<file path="src/verilog/gtcu_defs.svh">
// Purpose: offsets, field positions and reset values of the timer counting unit
// Assumes: byte addresses on an 8-bit AXI4-Lite address
// Notes: every register is one aligned 32-bit word, unused bits read zero
`ifndef GTCU_DEFS_SVH
`define GTCU_DEFS_SVH
`define GTCU_OFF_RELOAD 8'h00
`define GTCU_OFF_COUNT 8'h04
`define GTCU_OFF_CTRL 8'h08
`define GTCU_OFF_ID 8'h0c
`define GTCU_OFF_CHCTL 8'h10
`define GTCU_OFF_MASK 8'h14
`define GTCU_OFF_STATUS 8'h18
`define GTCU_OFF_CLEAR 8'h1c
`define GTCU_OFF_DMA 8'h20
`define GTCU_OFF_CCR0 8'h24
`define GTCU_OFF_CCR1 8'h28
`define GTCU_OFF_CCR2 8'h2c
`define GTCU_OFF_CCR3 8'h30
`define GTCU_B_EN 0
`define GTCU_B_MODE 1
`define GTCU_B_TRS 3
`define GTCU_B_POL 4
`define GTCU_B_SINGLE 5
`define GTCU_B_TOGEN 6
`define GTCU_B_PRS 7
`define GTCU_B_PRSACT 11
`define GTCU_ST_OV 0
`define GTCU_ST_TI 1
`define GTCU_ST_CH0 2
`define GTCU_RST_RELOAD 16'hffff
`define GTCU_RESP_OKAY 2'h0
`define GTCU_RESP_SLVERR 2'h2
`endif

</file>
<file path="src/verilog/gtcu_pkg.sv">
// Purpose: types shared by the timer counting unit
// Assumes: nothing beyond the defs header
// Notes: mode codes follow declaration order, 0 to 3
package gtcu_pkg;
	typedef enum logic [1:0] {gtcu_m_timer, gtcu_m_count, gtcu_m_trig, gtcu_m_gate} gtcu_mode_t;
	typedef struct packed {
		logic [3:0] prescale_select;
		logic togen;
		logic single;
		logic pol;
		logic trs;
		gtcu_mode_t mode;
		logic en;
	} gtcu_ctrl_t;
	typedef struct packed {
		logic cap;
		logic fall;
	} gtcu_ch_cfg_t;
	typedef struct packed {
		logic [15:0] ccr;
		logic last;
		logic ev;
		logic pwm;
	} gtcu_ch_st_t;
	typedef struct packed {
		logic s1;
		logic s2;
		logic s3;
		logic q;
	} gtcu_sync_t;
	typedef struct packed {
		gtcu_ctrl_t ctl;
		logic [15:0] reload_value;
		logic [15:0] cnt;
		logic [3:0] prs_act;
		logic [14:0] psc;
		logic started;
		logic trg_q;
		logic [5:0] status;
		logic [5:0] mask;
		logic [5:0] dma_en;
		logic [7:0] chctl;
		logic tog_p;
		logic tog_n;
		logic ov_pulse;
		logic dma_req;
		logic irq;
		logic aw_got;
		logic w_got;
		logic [7:0] awaddr;
		logic [31:0] wdata;
		logic [3:0] wstrb;
		logic bvalid;
		logic [1:0] bresp;
		logic rvalid;
		logic [31:0] rdata;
		logic [1:0] rresp;
	} gtcu_st_t;
endpackage : gtcu_pkg

</file>
<file path="src/verilog/gtcu_sync3.sv">
// Purpose: three-stage synchroniser for one pin
// Assumes: pin is asynchronous to aclk
// Notes: output moves only when stages two and three agree
`timescale 1ns/1ps
module gtcu_sync3 (
	input wire logic aclk,
	input wire logic aresetn,
	input wire logic pin,
	output logic q
);
	gtcu_pkg::gtcu_sync_t st;
	gtcu_pkg::gtcu_sync_t next_st;

	always_comb begin
		next_st = st;
		next_st.s1 = pin;
		next_st.s2 = st.s1;
		next_st.s3 = st.s2;
		if (st.s2 == st.s3) begin
			next_st.q = st.s3;
		end
	end

	always_ff @(posedge aclk) begin
		if (!aresetn) begin
			st <= '0;
		end else begin
			st <= next_st;
		end
	end

	assign q = st.q;
endmodule : gtcu_sync3

</file>
<file path="src/verilog/gtcu_channel.sv">
// Purpose: one capture/compare channel of the timer
// Assumes: in_lvl already synchronised, tick is the counter's count enable
// Notes: a capture in the same cycle as a software write wins
`timescale 1ns/1ps
module gtcu_channel (
	input wire logic aclk,
	input wire logic aresetn,
	input gtcu_pkg::gtcu_ch_cfg_t cfg,
	input wire logic in_lvl,
	input wire logic [15:0] cnt,
	input wire logic tick,
	input wire logic wr,
	input wire logic [15:0] wdata,
	output logic [15:0] ccr,
	output logic ev,
	output logic pwm
);
	gtcu_pkg::gtcu_ch_st_t st;
	gtcu_pkg::gtcu_ch_st_t next_st;
	logic hit;

	always_comb begin
		next_st = st;
		next_st.ev = 1'b0;
		next_st.last = in_lvl;
		hit = cfg.fall ? (st.last & ~in_lvl) : (~st.last & in_lvl);
		if (wr) begin
			next_st.ccr = wdata;
		end
		if (cfg.cap) begin
			next_st.pwm = 1'b0;
			if (hit) begin
				next_st.ccr = cnt;
				next_st.ev = 1'b1;
			end
		end else begin
			next_st.pwm = (cnt < st.ccr);
			if (tick && cnt == st.ccr) begin
				next_st.ev = 1'b1;
			end
		end
	end

	always_ff @(posedge aclk) begin
		if (!aresetn) begin
			st <= '0;
		end else begin
			st <= next_st;
		end
	end

	assign ccr = st.ccr;
	assign ev = st.ev;
	assign pwm = st.pwm;
endmodule : gtcu_channel

</file>
<file path="src/verilog/gtcu_top.sv">
// Purpose: counting core of one general purpose timer with AXI4-Lite registers
// Assumes: one aclk domain, itr comes from logic on aclk, other inputs are pins
// Notes: build one of these per timer instance, they share nothing
//
// Design decisions made here: the AXI4-Lite interface to the registers and the address map.
`timescale 1ns/1ps
`include "gtcu_defs.svh"
module gtcu_top #(
	parameter int unsigned INSTANCE_ID = 0
) (
	input wire logic aclk,
	input wire logic aresetn,
	input wire logic [7:0] awaddr,
	input wire logic awvalid,
	output logic awready,
	input wire logic [31:0] wdata,
	input wire logic [3:0] wstrb,
	input wire logic wvalid,
	output logic wready,
	output logic [1:0] bresp,
	output logic bvalid,
	input wire logic bready,
	input wire logic [7:0] araddr,
	input wire logic arvalid,
	output logic arready,
	output logic [31:0] rdata,
	output logic [1:0] rresp,
	output logic rvalid,
	input wire logic rready,
	input wire logic etr,
	input wire logic itr,
	input wire logic [3:0] ch_in,
	output logic [3:0] ch_out,
	output logic tog_p,
	output logic tog_n,
	output logic overflow_pulse,
	output logic dma_req,
	output logic irq
);
	gtcu_pkg::gtcu_st_t st;
	gtcu_pkg::gtcu_st_t next_st;
	logic [4:0] sync_q;
	logic [4:0] pin_raw;
	logic etr_s;
	logic trg;
	logic trg_edge;
	logic gate;
	logic do_wr;
	logic [14:0] pmask;
	logic src;
	logic tick;
	logic ov_evt;
	logic ti_evt;
	logic [5:0] ev;
	logic [5:0] clr;
	logic [15:0] rc;
	logic [15:0] wv;
	logic [31:0] rd;
	logic rd_ok;
	logic [3:0] ch_ev;
	logic [15:0] ch_ccr [4];
	logic [3:0] ch_wr;
	logic [15:0] ch_wd [4];

	function automatic logic [15:0] gtcu_merge(input logic [15:0] o, input logic [15:0] v,
		input logic [1:0] b);
		gtcu_merge = {b[1] ? v[15:8] : o[15:8], b[0] ? v[7:0] : o[7:0]};
	endfunction : gtcu_merge

	// bit 0 is the trigger pin, bits 4:1 the capture pins, so no index runs out of range
	assign pin_raw = {ch_in, etr};

	genvar gi;
	generate
		for (gi = 0; gi < 5; gi++) begin : g_sync
			gtcu_sync3 u_sync (
				.aclk(aclk),
				.aresetn(aresetn),
				.pin(pin_raw[gi]),
				.q(sync_q[gi])
			);
		end
		for (gi = 0; gi < 4; gi++) begin : g_ch
			// compare registers live in the channels; the bus only steers the write
			assign ch_wr[gi] = do_wr && st.awaddr == 8'(`GTCU_OFF_CCR0 + 4 * gi);
			assign ch_wd[gi] = gtcu_merge(ch_ccr[gi], st.wdata[15:0], st.wstrb[1:0]);
			gtcu_channel u_ch (
				.aclk(aclk),
				.aresetn(aresetn),
				.cfg(gtcu_pkg::gtcu_ch_cfg_t'(st.chctl[2*gi +: 2])),
				.in_lvl(sync_q[gi+1]),
				.cnt(st.cnt),
				.tick(tick),
				.wr(ch_wr[gi]),
				.wdata(ch_wd[gi]),
				.ccr(ch_ccr[gi]),
				.ev(ch_ev[gi]),
				.pwm(ch_out[gi])
			);
		end
	endgenerate

	assign etr_s = sync_q[0];
	// itr is already on aclk, so it skips the synchroniser
	assign trg = (st.ctl.trs ? itr : etr_s) ^ st.ctl.pol;
	assign trg_edge = trg & ~st.trg_q;
	assign gate = etr_s ^ st.ctl.pol;
	assign do_wr = st.aw_got & st.w_got;
	assign pmask = 15'((16'h0001 << st.prs_act) - 16'h0001);
	assign awready = !st.aw_got && !st.bvalid;
	assign wready = !st.w_got && !st.bvalid;
	assign arready = !st.rvalid;

	always_comb begin
		next_st = st;
		src = 1'b0;
		tick = 1'b0;
		ov_evt = 1'b0;
		ti_evt = 1'b0;
		rc = 16'h0000;
		wv = 16'h0000;
		rd = 32'h00000000;
		rd_ok = 1'b1;
		clr = 6'h00;
		unique case (st.ctl.mode)
			gtcu_pkg::gtcu_m_timer: src = 1'b1;
			gtcu_pkg::gtcu_m_count: src = trg_edge;
			gtcu_pkg::gtcu_m_trig: src = st.started;
			gtcu_pkg::gtcu_m_gate: src = gate;
		endcase
		next_st.trg_q = trg;
		if (!st.ctl.en) begin
			next_st.started = 1'b0;
		end else if (st.ctl.mode == gtcu_pkg::gtcu_m_trig && trg_edge && !st.started) begin
			next_st.started = 1'b1;
			ti_evt = 1'b1;
		end
		// psc counts source events; all-ones under the mask is the divided tick
		tick = st.ctl.en & src & ((st.psc & pmask) == pmask);
		if (st.ctl.en && src) begin
			next_st.psc = tick ? 15'h0000 : 15'(st.psc + 15'h0001);
		end
		if (tick) begin
			// equality against the live reload; a count above it would run to 0xffff
			if (st.cnt == st.reload_value) begin
				ov_evt = 1'b1;
				next_st.cnt = 16'h0000;
				next_st.prs_act = st.ctl.prescale_select;
				next_st.psc = 15'h0000;
				if (st.ctl.single) begin
					next_st.ctl.en = 1'b0;
				end
			end else begin
				next_st.cnt = 16'(st.cnt + 16'h0001);
			end
		end
		next_st.ov_pulse = ov_evt;
		rc[`GTCU_B_EN] = st.ctl.en;
		rc[`GTCU_B_MODE +: 2] = st.ctl.mode;
		rc[`GTCU_B_TRS] = st.ctl.trs;
		rc[`GTCU_B_POL] = st.ctl.pol;
		rc[`GTCU_B_SINGLE] = st.ctl.single;
		rc[`GTCU_B_TOGEN] = st.ctl.togen;
		rc[`GTCU_B_PRS +: 4] = st.ctl.prescale_select;
		rc[`GTCU_B_PRSACT +: 4] = st.prs_act;
		if (awvalid && awready) begin
			next_st.aw_got = 1'b1;
			next_st.awaddr = awaddr;
		end
		if (wvalid && wready) begin
			next_st.w_got = 1'b1;
			next_st.wdata = wdata;
			next_st.wstrb = wstrb;
		end
		if (st.bvalid && bready) begin
			next_st.bvalid = 1'b0;
		end
		if (do_wr) begin
			next_st.aw_got = 1'b0;
			next_st.w_got = 1'b0;
			next_st.bvalid = 1'b1;
			next_st.bresp = `GTCU_RESP_OKAY;
			case (st.awaddr)
				`GTCU_OFF_RELOAD: begin
					next_st.reload_value = gtcu_merge(st.reload_value, st.wdata[15:0], st.wstrb[1:0]);
				end
				`GTCU_OFF_COUNT: begin
					next_st.cnt = gtcu_merge(st.cnt, st.wdata[15:0], st.wstrb[1:0]);
				end
				`GTCU_OFF_CTRL: begin
					// software write beats the hardware clear of enable
					wv = gtcu_merge(rc, st.wdata[15:0], st.wstrb[1:0]);
					next_st.ctl.en = wv[`GTCU_B_EN];
					next_st.ctl.mode = gtcu_pkg::gtcu_mode_t'(wv[`GTCU_B_MODE +: 2]);
					next_st.ctl.trs = wv[`GTCU_B_TRS];
					next_st.ctl.pol = wv[`GTCU_B_POL];
					next_st.ctl.single = wv[`GTCU_B_SINGLE];
					next_st.ctl.togen = wv[`GTCU_B_TOGEN];
					next_st.ctl.prescale_select = wv[`GTCU_B_PRS +: 4];
				end
				`GTCU_OFF_CHCTL: begin
					wv = gtcu_merge({8'h00, st.chctl}, st.wdata[15:0], st.wstrb[1:0]);
					next_st.chctl = wv[7:0];
				end
				`GTCU_OFF_MASK: begin
					wv = gtcu_merge({10'h000, st.mask}, st.wdata[15:0], st.wstrb[1:0]);
					next_st.mask = wv[5:0];
				end
				`GTCU_OFF_DMA: begin
					wv = gtcu_merge({10'h000, st.dma_en}, st.wdata[15:0], st.wstrb[1:0]);
					next_st.dma_en = wv[5:0];
				end
				`GTCU_OFF_CLEAR: begin
					clr = st.wdata[5:0] & {6{st.wstrb[0]}};
				end
				`GTCU_OFF_ID, `GTCU_OFF_STATUS, `GTCU_OFF_CCR0, `GTCU_OFF_CCR1,
				`GTCU_OFF_CCR2, `GTCU_OFF_CCR3: begin
				end
				default: next_st.bresp = `GTCU_RESP_SLVERR;
			endcase
		end
		// prescale select copied on the enable rising edge, whoever set it
		if (next_st.ctl.en && !st.ctl.en) begin
			next_st.prs_act = next_st.ctl.prescale_select;
			next_st.psc = 15'h0000;
		end
		ev = {ch_ev, ti_evt, ov_evt};
		// an event in the same cycle as its clear wins, so no event is lost
		next_st.status = (st.status & ~clr) | ev;
		next_st.dma_req = |(ev & st.dma_en);
		// irq follows the next values so it never lags the status it reports
		next_st.irq = |(next_st.status & next_st.mask);
		if (!next_st.ctl.togen) begin
			next_st.tog_p = 1'b0;
			next_st.tog_n = 1'b0;
		end else if (!st.tog_p && !st.tog_n) begin
			next_st.tog_p = 1'b1;
			next_st.tog_n = 1'b0;
		end else if (ov_evt) begin
			next_st.tog_p = !st.tog_p;
			next_st.tog_n = !st.tog_n;
		end
		case (araddr)
			`GTCU_OFF_RELOAD: rd = {16'h0000, st.reload_value};
			`GTCU_OFF_COUNT: rd = {16'h0000, st.cnt};
			`GTCU_OFF_CTRL: rd = {16'h0000, rc};
			`GTCU_OFF_ID: rd = {24'h000000, 8'(INSTANCE_ID)};
			`GTCU_OFF_CHCTL: rd = {24'h000000, st.chctl};
			`GTCU_OFF_MASK: rd = {26'h0000000, st.mask};
			`GTCU_OFF_STATUS: rd = {26'h0000000, st.status};
			`GTCU_OFF_CLEAR: rd = 32'h00000000;
			`GTCU_OFF_DMA: rd = {26'h0000000, st.dma_en};
			`GTCU_OFF_CCR0: rd = {16'h0000, ch_ccr[0]};
			`GTCU_OFF_CCR1: rd = {16'h0000, ch_ccr[1]};
			`GTCU_OFF_CCR2: rd = {16'h0000, ch_ccr[2]};
			`GTCU_OFF_CCR3: rd = {16'h0000, ch_ccr[3]};
			default: rd_ok = 1'b0;
		endcase
		if (arvalid && arready) begin
			next_st.rvalid = 1'b1;
			next_st.rdata = rd;
			next_st.rresp = rd_ok ? `GTCU_RESP_OKAY : `GTCU_RESP_SLVERR;
		end
		if (st.rvalid && rready) begin
			next_st.rvalid = 1'b0;
		end
	end

	always_ff @(posedge aclk) begin
		if (!aresetn) begin
			st <= '0;
			st.reload_value <= `GTCU_RST_RELOAD;
		end else begin
			st <= next_st;
		end
	end

	assign bresp = st.bresp;
	assign bvalid = st.bvalid;
	assign rdata = st.rdata;
	assign rresp = st.rresp;
	assign rvalid = st.rvalid;
	assign tog_p = st.tog_p;
	assign tog_n = st.tog_n;
	assign overflow_pulse = st.ov_pulse;
	assign dma_req = st.dma_req;
	assign irq = st.irq;
endmodule : gtcu_top

</file>
<file path="config.mk">
export PLATFORM = sky130hd
export DESIGN_NAME = gtcu_top
export DESIGN_NICKNAME = d
export VERILOG_FILES = /design/src/verilog/gtcu_pkg.sv /design/src/verilog/gtcu_sync3.sv /design/src/verilog/gtcu_channel.sv /design/src/verilog/gtcu_top.sv
export VERILOG_INCLUDE_DIRS = /design/src /design/src/verilog
export SDC_FILE = /design/constraint.sdc
export NUM_CORES = 1
export LEC_CHECK = 0
export BUFFER_PORTS_ARGS = -buffer_cell sky130_fd_sc_hd__buf_2
export CAP_MARGIN = 20
export CORE_UTILIZATION = 50
export DETAILED_ROUTE_END_ITERATION = 16
export GPL_ROUTABILITY_DRIVEN = 0
export GPL_TIMING_DRIVEN = 0
export PLACE_DENSITY = 0.69
export RECOVER_POWER = 50
export SYNTH_ARGS = -nofsm -noshare
export SYNTH_HDL_FRONTEND = slang
export SYNTH_SLANG_ARGS = --single-unit
export TNS_END_PERCENT = 30
</file>
<file path="constraint.sdc">
create_clock -name aclk -period 4.5 [get_ports aclk]
set_clock_uncertainty 0.2 [all_clocks]
set_input_delay 0.225 -clock aclk [delete_from_list [all_inputs] [get_ports aclk]]
set_output_delay 0.225 -clock aclk [all_outputs]
set_load 0.01 [all_outputs]
</file>
Word level (Yosys, flattened, before mapping) --
Index checks and enable logic that the tools add are counted.
Operators by class: add/subtract/negate cells 3, equality and inequality tests 40, bitwise operators 32, shift-type cells 1, reductions and logical operators 55, mux-type cells 78, $lt $le $gt $ge 4
Operators by type and width (count):
- 16-bit two-way mux | 15
- 16-bit case mux with 11 select lines | 1
- 8-bit two-way mux | 15
- 16-bit equality test | 5
- 8-bit by 6-bit equality test with 1-bit output (second input constant) | 10
- 8-bit by 5-bit equality test with 1-bit output (second input constant) | 8
- 16-bit < comparator | 4
- 43-bit two-way mux | 1
- 19-bit two-way mux | 2
- 6-bit two-way mux | 6
- 35-bit two-way mux | 1
- 8-bit by 4-bit equality test with 1-bit output (second input constant) | 4
- 15-bit two-way mux | 2
- 13-bit OR reduction | 2
- 6-bit bitwise AND | 4
- 1-bit two-way mux | 22
- 1-bit logical AND | 20
- 20-bit two-way mux | 1
- 16-bit by 1-bit adder with 16-bit output (second input constant) | 1
- 8-bit by 3-bit equality test with 1-bit output (second input constant) | 2
- 8-bit logical NOT | 2
- 2-bit two-way mux | 8
- 15-bit by 1-bit adder with 15-bit output (second input constant) | 1
- 15-bit bitwise AND | 1
- 23 further kinds | 75
Word-level totals: register bits after elaboration 257, output and inout bits 50, bits of input ports 65

Depth between registers and ports, before layout --
Gate-level depths: netlist of run 1.
depth in word-level cells 15, depth in mapped cells 15, mapped depth without buffers 10

Cells and area by module --
From an unflattened synthesis of run 1, not the netlist that was laid out.
Second synthesis, totals: cells, all modules 1759, area, all modules 14172.3 um2
Modules (own cells, without submodules):
- gtcu_top | times used 1, cells each 1089, area an instance 8135.3 um2
- gtcu_channel | times used 4, cells each 155, area an instance 1363.8 um2
- gtcu_sync3 | times used 5, cells each 10, area an instance 116.4 um2

Worst setup path after synthesis of run 1 --
Ideal clock, no wire load.
path type reg2reg, start register st (netlist bit rc[14]), end register st (netlist bit rc[13]), buffers on the path 5, clock period less this slack 3.556 ns, cell stages (with the launch flop) 15, data required time 4.184 ns, library setup time 0.116 ns, arrival time 3.239 ns, slack 0.944 ns, cells stage by stage dfxtp_1 > buf_6 > or4_4 > ha_1 > clkbuf_1 > clkbuf_1 > o211ai_1 > a21oi_1 > a2111o_1 > or4_1 > buf_2 > nor3_4 > buf_6 > o21ai_1 > o211a_1
On the way: cells in the longest elaborated chain, start to end 11, elaborated cells on any way between the ends 13
RTL lines:
- start: declaration | RTL line gtcu_top.sv:40 | gtcu_pkg::gtcu_st_t st;
- start signal: assignment | RTL line gtcu_top.sv:274 | st <= next_st;
- 1-bit by 4-bit << shifter with 15-bit output * | RTL line gtcu_top.sv:109 | assign pmask = 15'((16'h0001 << st.prs_act) - 16'h0001);
- 15-bit by 1-bit subtractor with 15-bit output * | RTL line gtcu_top.sv:109
- 15-bit bitwise AND | RTL line gtcu_top.sv:139 | tick = st.ctl.en & src & ((st.psc & pmask) == pmask);
- 15-bit equality test * | RTL line gtcu_top.sv:139
- 1-bit bitwise AND * | RTL line gtcu_top.sv:139
- 1-bit two-way mux | RTL line gtcu_top.sv:143 | if (tick) begin
- 11-bit two-way mux | RTL line gtcu_top.sv:183 | case (st.awaddr)
- 43-bit two-way mux | RTL line gtcu_top.sv:178 | if (do_wr) begin
- 1-bit logical AND | RTL line gtcu_top.sv:223 | if (next_st.ctl.en && !st.ctl.en) begin
- 2-bit nonzero test (no source line)
- 2-bit AND reduction (no source line)
Every way passes the cells marked *; elsewhere a longest branch is shown, timed or not. A chain may end at the register's enable or synchronous reset.

Worst setup path in the final report of run 1 --
start register st (netlist bit rc[14]), end register st[128] in the netlist's numbering
On the way: cells in the longest elaborated chain, start to end 10, elaborated cells on any way between the ends 14
RTL lines (RTL line):
- 1-bit by 4-bit << shifter with 15-bit output * | gtcu_top.sv:109
- 15-bit by 1-bit subtractor with 15-bit output * | gtcu_top.sv:109
- 15-bit bitwise AND | gtcu_top.sv:139
- 15-bit equality test * | gtcu_top.sv:139
- 1-bit bitwise AND * | gtcu_top.sv:139
- 1-bit two-way mux | gtcu_top.sv:143
- 11-bit two-way mux | gtcu_top.sv:183
- 43-bit two-way mux | gtcu_top.sv:178
- 1-bit logical AND | gtcu_top.sv:223
- 2-bit OR reduction (no source line)
Every way passes the cells marked *; elsewhere a longest branch is shown, timed or not. The select of a mux whose other input is x is not followed.

==> impl_metrics.ini, run 1 <==
[outcome]
status = finished, violations left
violations = design-rule violations, max-capacitance violations, max-slew violations

[placement]
pre_cts_slack_ps = 263.9
place_area_sq_um = 14410
numPortBuffers = 77
hpwl_um = 34770
dp_cells = 2052

[power_and_ir_drop]
intPower_mw = 3.743
ir_drop_v = 0.0002675
p_comb_share_pct = 6.3
p_leak_nw = 6.929
switching_share_pct = 23.58
seq_power_share_pct = 44.4
power.density_nw_per_um2 = 310.8
power_mw = 4.899
p_sw_mw = 1.155
power.share.clock_pct = 49.3

[layout]
utilization_pct = 59.97
final_common_cell = dfxtp_1
area_delta_synth_final_pct = 16.71
fill_cells = 2449
fin_nets = 1920
n_antenna_cell = 0
final_area_sq_um = 15760
final_cells = 2143
final_cell_mix = dfxtp_1 (239), nand2_1 (229), clkbuf_1 (136)
drive_above_1_share_pct = 8.850

[floorplan]
io_pins = 115
die_h_um = 166.3
core_area_sq_um = 26280
die_w_um = 166.3
rows = 59
die-area_sq_um = 27670
start_util_pct = 51.39

[detailed_routing]
drc = 4
drtIter0Drc = 1621
routed_wl_um = 47590
viasPerCell = 6.237
drtPass1Iterations = 13
dr_total_vias = 13366
wl_per_cell_um = 22.21
ant_nets = 0

[timing]
grt_setup_unrepaired = no
fin_tns_setup_ps = 0
finalSetupViolations = 0
hold_ws_ps = 18.02
worst_slack_ps = 240.8
fin_crit_sh_pct = 94.65
fmax_mhz = 234.8
hold_violations = 0
slew_headroom_pct = -19.77
min_period_ps = 4259
worst_slew_pin_slew_ps = 1772
finalMaxSlewViolations = 9

[yosys]
syn_inst = 1619
ys_types = 72
synth-async-reset-ratio_pct = 0
syn_area_sq_um = 13500
synth_edf_count = 0
synth.yosys.seq_area_share_pct = 35.43
synth_seq_cells = 239
syn_area_per_cell_sq_um = 8.341
synthFlopType = dfxtp_1
ys_warn_count = 0

[cts]
ctsHtreeMaxLevel = 1
cts_buffers = 27
clk_latency_ps = 560
cts_setup_buffers = 0
clockBufferDepth = 3
cts_root_buf = clkbuf_16
cts_sinks = 239
cts_tree = built
path_clk_slew_ps = 70

[critical_path]
startpoint_type = register
required_ps = 4720
critical_path_buf_inv_count = 4
critPathCaptureType = register
cp_top_family = simple AND/OR/NAND/NOR gates
crit_type = register to register
critPathMaxFanout = 10
crit_start = rc[14]
cp.arrival_ps = 4480
cp_slowest_cell = or4_4
reg2regPathDepth = 13
max_stage_delay_ps = 540
worst_path_most_repeated_cell = clkbuf_1
r2r-start = rc[14]
worst_r2r_endpoint = st[128]
r2r_setup_slack_ps = 240
cp_cell_sequence = buf_6 > or4_4 > ha_1 > clkbuf_1 > clkbuf_1 > o211ai_1 > a21oi_1 > a2111o_1 > nor4_4 > nand2_1 > nand3_1 > clkbuf_1 > nor2_1

[global_routing]
grt_overflow = 0
track_usage_pct = 33.94
met3_usage_pct = 6.196
grt_pass1_wl_um = 72440
top_usage_layer = met2
grt_pass1_vias = 12613
grt_max_degree = 14
antenna_found_initial = 1
gr-usage-met1_pct = 42.68
grtUsageMet2_pct = 53.37

[hold_path]
hp-start = wvalid
holdPathStages = 4
whs_endpoint = st[47]
hold_class = input pin to register

[flow_run]
max_cap_violations = 1
==> kinds of logic (layout without fill, tap and decap cells) <==
| logic type | Yosys count | count (layout) | share of synthesized area (%) |
|---|---|---|---|
| AOI/OAI and AO/OA | 369 | 369 | 20.71 |
| xor gates and xnor gates | 37 | 37 | 2.400 |
| adders and majority gates | 67 | 67 | 6.208 |
| buffers and inverters | 221 | 393 | 7.422 |
| DFF | 239 | 239 | 35.43 |
| muxes | 67 | 67 | 5.013 |
| other | 1 | 18 | 0.02777 |
| and+or+nand+nor | 618 | 618 | 22.79 |
==> worst max-delay path by stage <==
stage / slack [ps] / depth (start not counted) / end
floorplan: 940 / 14 / rc[13]
global placement: 300 / 12 / st[145]
detailed placement: 260 / 12 / st[145]
CTS: 220 / 12 / st[145]
global route: 40 / 13 / st[123]
finish: 240 / 13 / st[128]
==> layer usage <==
layer / vias up / wire length [um]
li1: 6106 / -
met4: 0 / 3393
met5: - / 0
met1: 6174 / 18580
met3: 221 / 5023
met2: 865 / 20590
==> power by group through the flow <==
stage	registers (mW)	clock network, mW	logic, mW
after CTS	2.17	2.42	0.303
after floorplan	2.21	0	0.161
after global placement	2.22	0	0.265
after detailed placement	2.22	0	0.273
after global routing	2.18	2.52	0.331
final	2.17	2.41	0.311
==> cell usage after synthesis (25+ instances only) <==
| library cell | instances | area share, % |
|---|---|---|
| a21boi_0 | 51 | 2.8 |
| a21oi_1 | 41 | 1.5 |
| a22oi_1 | 38 | 2.1 |
| a31oi_1 | 25 | 1.2 |
| and2_1 | 31 | 1.4 |
| buf_4 | 40 | 2.2 |
| clkbuf_1 | 94 | 2.6 |
| dfxtp_1 | 239 | 35 |
| ha_1 | 67 | 6.2 |
| inv_1 | 74 | 2.1 |
| mux2i_1 | 62 | 4.6 |
| nand2_1 | 229 | 6.4 |
| nand3_1 | 120 | 4.4 |
| nor2_1 | 62 | 1.7 |
| nor2b_1 | 49 | 2.3 |
| o211a_1 | 69 | 5.1 |
| o21ai_0 | 35 | 1.3 |
==> state kept, by name, indices dropped and copies added, names as in the netlist, 4 cells and up <==
signal / count
g_sync.u_sync.q: 5
g_ch.u_ch.ev: 4
g_sync.u_sync.next_st: 10
rdata: 16
g_ch.u_ch.st: 4
rc: 15
st: 103
g_ch.u_ch.ccr: 64
g_ch.u_ch.pwm: 4
g_sync.u_sync.st: 5
==> cell type report <==
class	count	area [sq um]	area share, %
Clock inverter	12	198.9	1.262
Inverter	74	277.8	1.762
Buffer	147	724.4	4.597
Tap cell	335	419.2	2.660
Timing Repair Buffer	123	789.5	5.010
Clock buffer	37	773.2	4.906
Sequential cell	239	4785	30.36
Multi-Input combinational cell	1176	7792	49.44
==> timing repair <==
action | 4_1_cts | 5_1_grt
setup endpoints to repair | 0 | 7
hold buffers | 42 | 0
endpoints found under the hold margin | 34 | 0
gates resized for setup | 0 | 2
==> tightest hold or removal path, stage by stage <==
cell,delay [ps]
buf_2,80
nand2_1,210
nand2_1,130
a21boi_0,80
Power figures use the tool's default switching activity.
==> inputs of run 2 (changes only) <==
--- a/config.mk
+++ b/config.mk
@@ -8,11 +8,13 @@
 export LEC_CHECK = 0
 export BUFFER_PORTS_ARGS = -buffer_cell sky130_fd_sc_hd__buf_2
 export CAP_MARGIN = 20
-export CORE_UTILIZATION = 50
+export CELL_PAD_IN_SITES_DETAIL_PLACEMENT = 1
+export CELL_PAD_IN_SITES_GLOBAL_PLACEMENT = 1
+export CORE_UTILIZATION = 46
 export DETAILED_ROUTE_END_ITERATION = 16
 export GPL_ROUTABILITY_DRIVEN = 0
 export GPL_TIMING_DRIVEN = 0
-export PLACE_DENSITY = 0.69
+export PLACE_DENSITY_LB_ADDON = 0.1
 export RECOVER_POWER = 50
 export SYNTH_ARGS = -nofsm -noshare
 export SYNTH_HDL_FRONTEND = slang
==> run 2 against run 1 <==
  * The flow finishes with violations (negative hold slack, max-capacitance violations, max-slew violations)
  * Combinational power rose by 3%
  * Non-clock buffer count is 2 lower
  * Via count increased by 2.8%
  * Routed wire length increased by 14%
  * Sequential share of layout area shrank 0.096 points
  * Worst hold slack lost 33 ps
  * Die area up 8.6%
  * Critical path type unchanged
  * Largest power group unchanged
==> impl_metrics.ini, run 2 (same netlist as run 1, synthesis figures left out) <==
[outcome]
status = finished, violations left
violations = negative hold slack, max-capacitance violations, max-slew violations

[cts]
clockBufferDepth = 3
ctsHtreeMaxLevel = 1
cts_tree = built
clk_latency_ps = 570
cts_setup_buffers = 0
path_clk_slew_ps = 60
cts_buffers = 28
cts_sinks = 239
cts_root_buf = clkbuf_16

[detailed_routing]
routed_wl_um = 54250
viasPerCell = 6.266
wl_per_cell_um = 24.75
drtPass1Iterations = 8
drtIter0Drc = 1174
dr_total_vias = 13734
drc = 0
ant_nets = 0

[global_routing]
grt_overflow = 0
track_usage_pct = 35.77
antenna_found_initial = 0
grt_pass1_vias = 13917
grt_max_degree = 15
grt_pass1_wl_um = 82790

[critical_path]
crit_type = register to register
reg2regPathDepth = 14
startpoint_type = register
cp_cell_sequence = buf_6 > or4_4 > ha_1 > clkbuf_1 > clkbuf_1 > o211ai_1 > a21oi_1 > a2111o_1 > or4_1 > buf_2 > nor3_4 > buf_6 > o21ai_1 > o211a_1
cp.arrival_ps = 4450
cp.depth = 14
crit_start = rc[14]
worst_r2r_endpoint = rc[14]
cp_top_family = simple AND/OR/NAND/NOR gates
critPathMaxFanout = 10
r2r-start = rc[14]
r2r_setup_slack_ps = 290
critPathCapture = rc[14]
max_stage_delay_ps = 530
critical_path_buf_inv_count = 5
critPathCaptureType = register
required_ps = 4740
cp_slowest_cell = or4_4

[hold_path]
hold_class = input pin to register

[floorplan]
rows = 62
start_util_pct = 46.92
die_h_um = 173.3
die_w_um = 173.3
core_area_sq_um = 28780
die-area_sq_um = 30050
io_pins = 115

[timing]
hold_ws_ps = -14.93
finalSetupViolations = 0
min_period_ps = 4211
slew_headroom_pct = -30.64
fin_crit_sh_pct = 93.58
fmax_mhz = 237.5
hold_violations = 6
worst_slack_ps = 288.9
finalMaxSlewViolations = 17
grt_setup_unrepaired = no
worst_slew_pin_slew_ps = 1932
fin_tns_setup_ps = 0

[layout]
regMostFlops = st
fill_cells = 3493
largest_reg_flops = 103
fin_nets = 1919
n_antenna_cell = 0
seq_area_sq_um = 4785
final_cell_mix = dfxtp_1 (239), nand2_1 (228), clkbuf_1 (134)
area_delta_synth_final_pct = 17.08
drive_above_1_share_pct = 9.015
multi_input_area_sq_um = 7800
utilization_pct = 54.93
final_common_cell = dfxtp_1

[placement]
numPortBuffers = 77
pre_cts_slack_ps = 210.8
hpwl_um = 39830

[power_and_ir_drop]
p_leak_nw = 6.935
ir_drop_v = 0.0002794
power.density_nw_per_um2 = 308.8

[flow_run]
max_cap_violations = 2
[run 2: worst min path at each step]
stage	slack, ps	end	cells after the start	start
after CTS	2	st[43]	4	wvalid
after floorplan	150	g_sync[0].u_sync.next_st[2]	1	etr
after global routing	50	st[43]	4	wvalid
final	-10	st[48]	4	wvalid
after global placement	210	g_sync[2].u_sync.next_st[1]	1	g_sync[2].u_sync.next_st[2]
after detailed placement	220	g_sync[2].u_sync.next_st[1]	1	g_sync[2].u_sync.next_st[2]
[run 2: tightest hold or removal path: stages]
cell	delay, ps
buf_2	90
nand2_1	190
nand2_1	120
a21boi_0	70
[run 2: cell type report]
type                    count  area share (%)
plain buffers             147           4.582
inverters                  74           1.757
repair buffers            121           4.946
clock inverters             8          0.6569
well taps                 384           3.039
flip-flops and latches    239           30.26
clock buffers              43           5.421
multi-input cells        1176           49.34
[run 2: timing repair]
item	CTS	global route
gates resized for setup	0	3
hold buffers	42	0
endpoints found under the setup margin	0	15
hold endpoints to repair	34	0
[run 2: where the power goes]
part           switching [mW]  total (mW)  internal [mW]
Clock                   0.967        2.39           1.42
Combinational           0.206       0.321          0.115
Sequential             0.0326        2.18           2.14
Total                    1.21        4.88           3.68
[run 2: layer usage]
layer	GRT usage, %	share of wire (%)	up-vias
li1	-	-	6114
met1	44.77	40	6769
met2	58.53	46	629
met3	4.605	7.1	222
met4	22.01	6.8	0
met5	0	0	-
[run 2: metrics by stage]
stage / total power [mW] / cells / area [sq um]
finish: 4.882 / 2192 / 15810
global route: 4.988 / 2192 / 15810
CTS: 4.881 / 2192 / 15860
detailed placement: 2.505 / 2099 / 14480
global placement: 2.492 / 2097 / 14430
floorplan: 2.367 / 1636 / 13570
==> inputs of run 3 (changes only) <==
--- a/config.mk
+++ b/config.mk
@@ -15,7 +15,7 @@
 export GPL_ROUTABILITY_DRIVEN = 0
 export GPL_TIMING_DRIVEN = 0
 export PLACE_DENSITY_LB_ADDON = 0.1
-export RECOVER_POWER = 50
+export RECOVER_POWER = 100
 export SYNTH_ARGS = -nofsm -noshare
 export SYNTH_HDL_FRONTEND = slang
 export SYNTH_SLANG_ARGS = --single-unit
==> run 3 against run 2 <==
  * Cell area about the same
  * Highest routed layer unchanged
  * Maximum frequency down 1.2%
  * Combinational power about the same
  * Count of clock-buffer cells in the layout unchanged
  * Setup slack worse by 51 ps
  * The run still ends with negative hold slack, max-capacitance violations, max-slew violations left
  * Register-to-register slack worse by 50 ps
  * Via count about the same
  * Cell count unchanged
==> impl_metrics.ini, run 3 (same netlist as run 1, synthesis figures left out) <==
[global_routing]
antenna_found_initial = 0
grt_overflow = 0
grt_pass1_wl_um = 82790
grt_pass1_vias = 13917
grt_max_degree = 15
track_usage_pct = 35.77

[timing]
finalMaxSlewViolations = 18
fin_crit_sh_pct = 94.72
min_period_ps = 4262
slew_headroom_pct = -41.50
grt_setup_unrepaired = no
finalSetupViolations = 0
hold_violations = 4
worst_slack_ps = 237.5
hold_ws_ps = -10.67
fin_tns_setup_ps = 0
worst_slew_pin_slew_ps = 2093
fmax_mhz = 234.6

[floorplan]
io_pins = 115
die_h_um = 173.3
die-area_sq_um = 30050
rows = 62
die_w_um = 173.3
core_area_sq_um = 28780
start_util_pct = 46.92

[placement]
place_area_sq_um = 14480
hpwl_um = 39830
pre_cts_slack_ps = 210.8
numPortBuffers = 77

[cts]
clk_latency_ps = 570
cts_tree = built
cts_setup_buffers = 0
ctsHtreeMaxLevel = 1
cts_buffers = 28
path_clk_slew_ps = 60
clockBufferDepth = 3
cts_root_buf = clkbuf_16
cts_sinks = 239

[hold_path]
whs_endpoint = st[48]
hold_class = input pin to register
holdPathStages = 4
hp-start = wvalid

[outcome]
violations = negative hold slack, max-capacitance violations, max-slew violations
status = finished, violations left

[layout]
final_area_sq_um = 15800
fin_nets = 1919
regMostFlops = st
largest_reg_flops = 103
final_cell_mix = dfxtp_1 (239), nand2_1 (228), clkbuf_1 (134)
drive_above_1_share_pct = 8.905
area_delta_synth_final_pct = 17.01
n_antenna_cell = 0
final_common_cell = dfxtp_1

[critical_path]
cp.arrival_ps = 4490
required_ps = 4730
r2r_setup_slack_ps = 240
startpoint_type = register
worst_r2r_endpoint = rc[14]
crit_type = register to register
reg2regPathDepth = 14
critPathCaptureType = register
critPathMaxFanout = 10
r2r-start = rc[14]

[detailed_routing]
viasPerCell = 6.261
drtIter0Drc = 1197
dr_total_vias = 13725
wl_per_cell_um = 24.69
routed_wl_um = 54120
drc = 0
drtPass1Iterations = 6
ant_nets = 0

[power_and_ir_drop]
power_mw = 4.882
p_leak_nw = 6.929
ir_drop_v = 0.0002792
power.density_nw_per_um2 = 309.0

[flow_run]
max_cap_violations = 3
-- run 3: through the flow --
step	utilization [%]	std cells
global placement	50.15	2097
detailed placement	50.30	2099
finish	54.90	2192
floorplan	-	1636
global route	54.90	2192
CTS	55.10	2192
-- run 3: per-layer routing --
metal	track usage [%]	vias up	routed length [um]
li1	-	6113	-
met1	44.77	6751	22050
met2	58.53	629	24610
met3	4.605	232	3598
met4	22.01	0	3865
met5	0	-	0
-- run 3: cell type report --
type	count	area [sq um]
fillers	3495	12980
multi-input cells	1176	7791
flip-flops and latches	239	4785
clock buffers	43	857.1
repair buffers	121	782.0
plain buffers	147	724.4
well taps	384	480.5
inverters	74	277.8
clock inverters	8	103.9
-- run 3: how the worst max path moves through the flow --
stage / from / endpoint / slack [ps] / cells past startpoint
finish: rc[14] / rc[14] / 240 / 14
CTS: rc[14] / st[145] / 120 / 12
global route: rc[14] / rc[11] / 70 / 14
global placement: rc[14] / st[145] / 250 / 12
floorplan: rc[14] / rc[13] / 940 / 14
detailed placement: rc[14] / st[144] / 210 / 12
-- run 3: timing repair --
action                                  4_1_cts  5_1_grt
hold buffers                                 42        0
endpoints found under the setup margin        0       15
resized for setup                             0        3
endpoints found under the hold margin        34        0
-- run 3: power breakdown --
group          leakage (nW)  switching [mW]  internal, mW
sequential             1.93          0.0324          2.14
combinational          4.52           0.205         0.115
clock                 0.474           0.967          1.42
total                  6.93            1.21          3.68
-- run 3: critical path, cell delays in order, from the launching register on --
cell	delay, ps
dfxtp_1	300
buf_6	130
or4_1	560
ha_1	220
clkbuf_1	170
clkbuf_1	270
o211ai_1	160
a21oi_1	70
a2111o_1	360
or4_1	490
buf_2	220
nor3_4	450
buf_6	260
o21ai_0	100
o211a_1	210
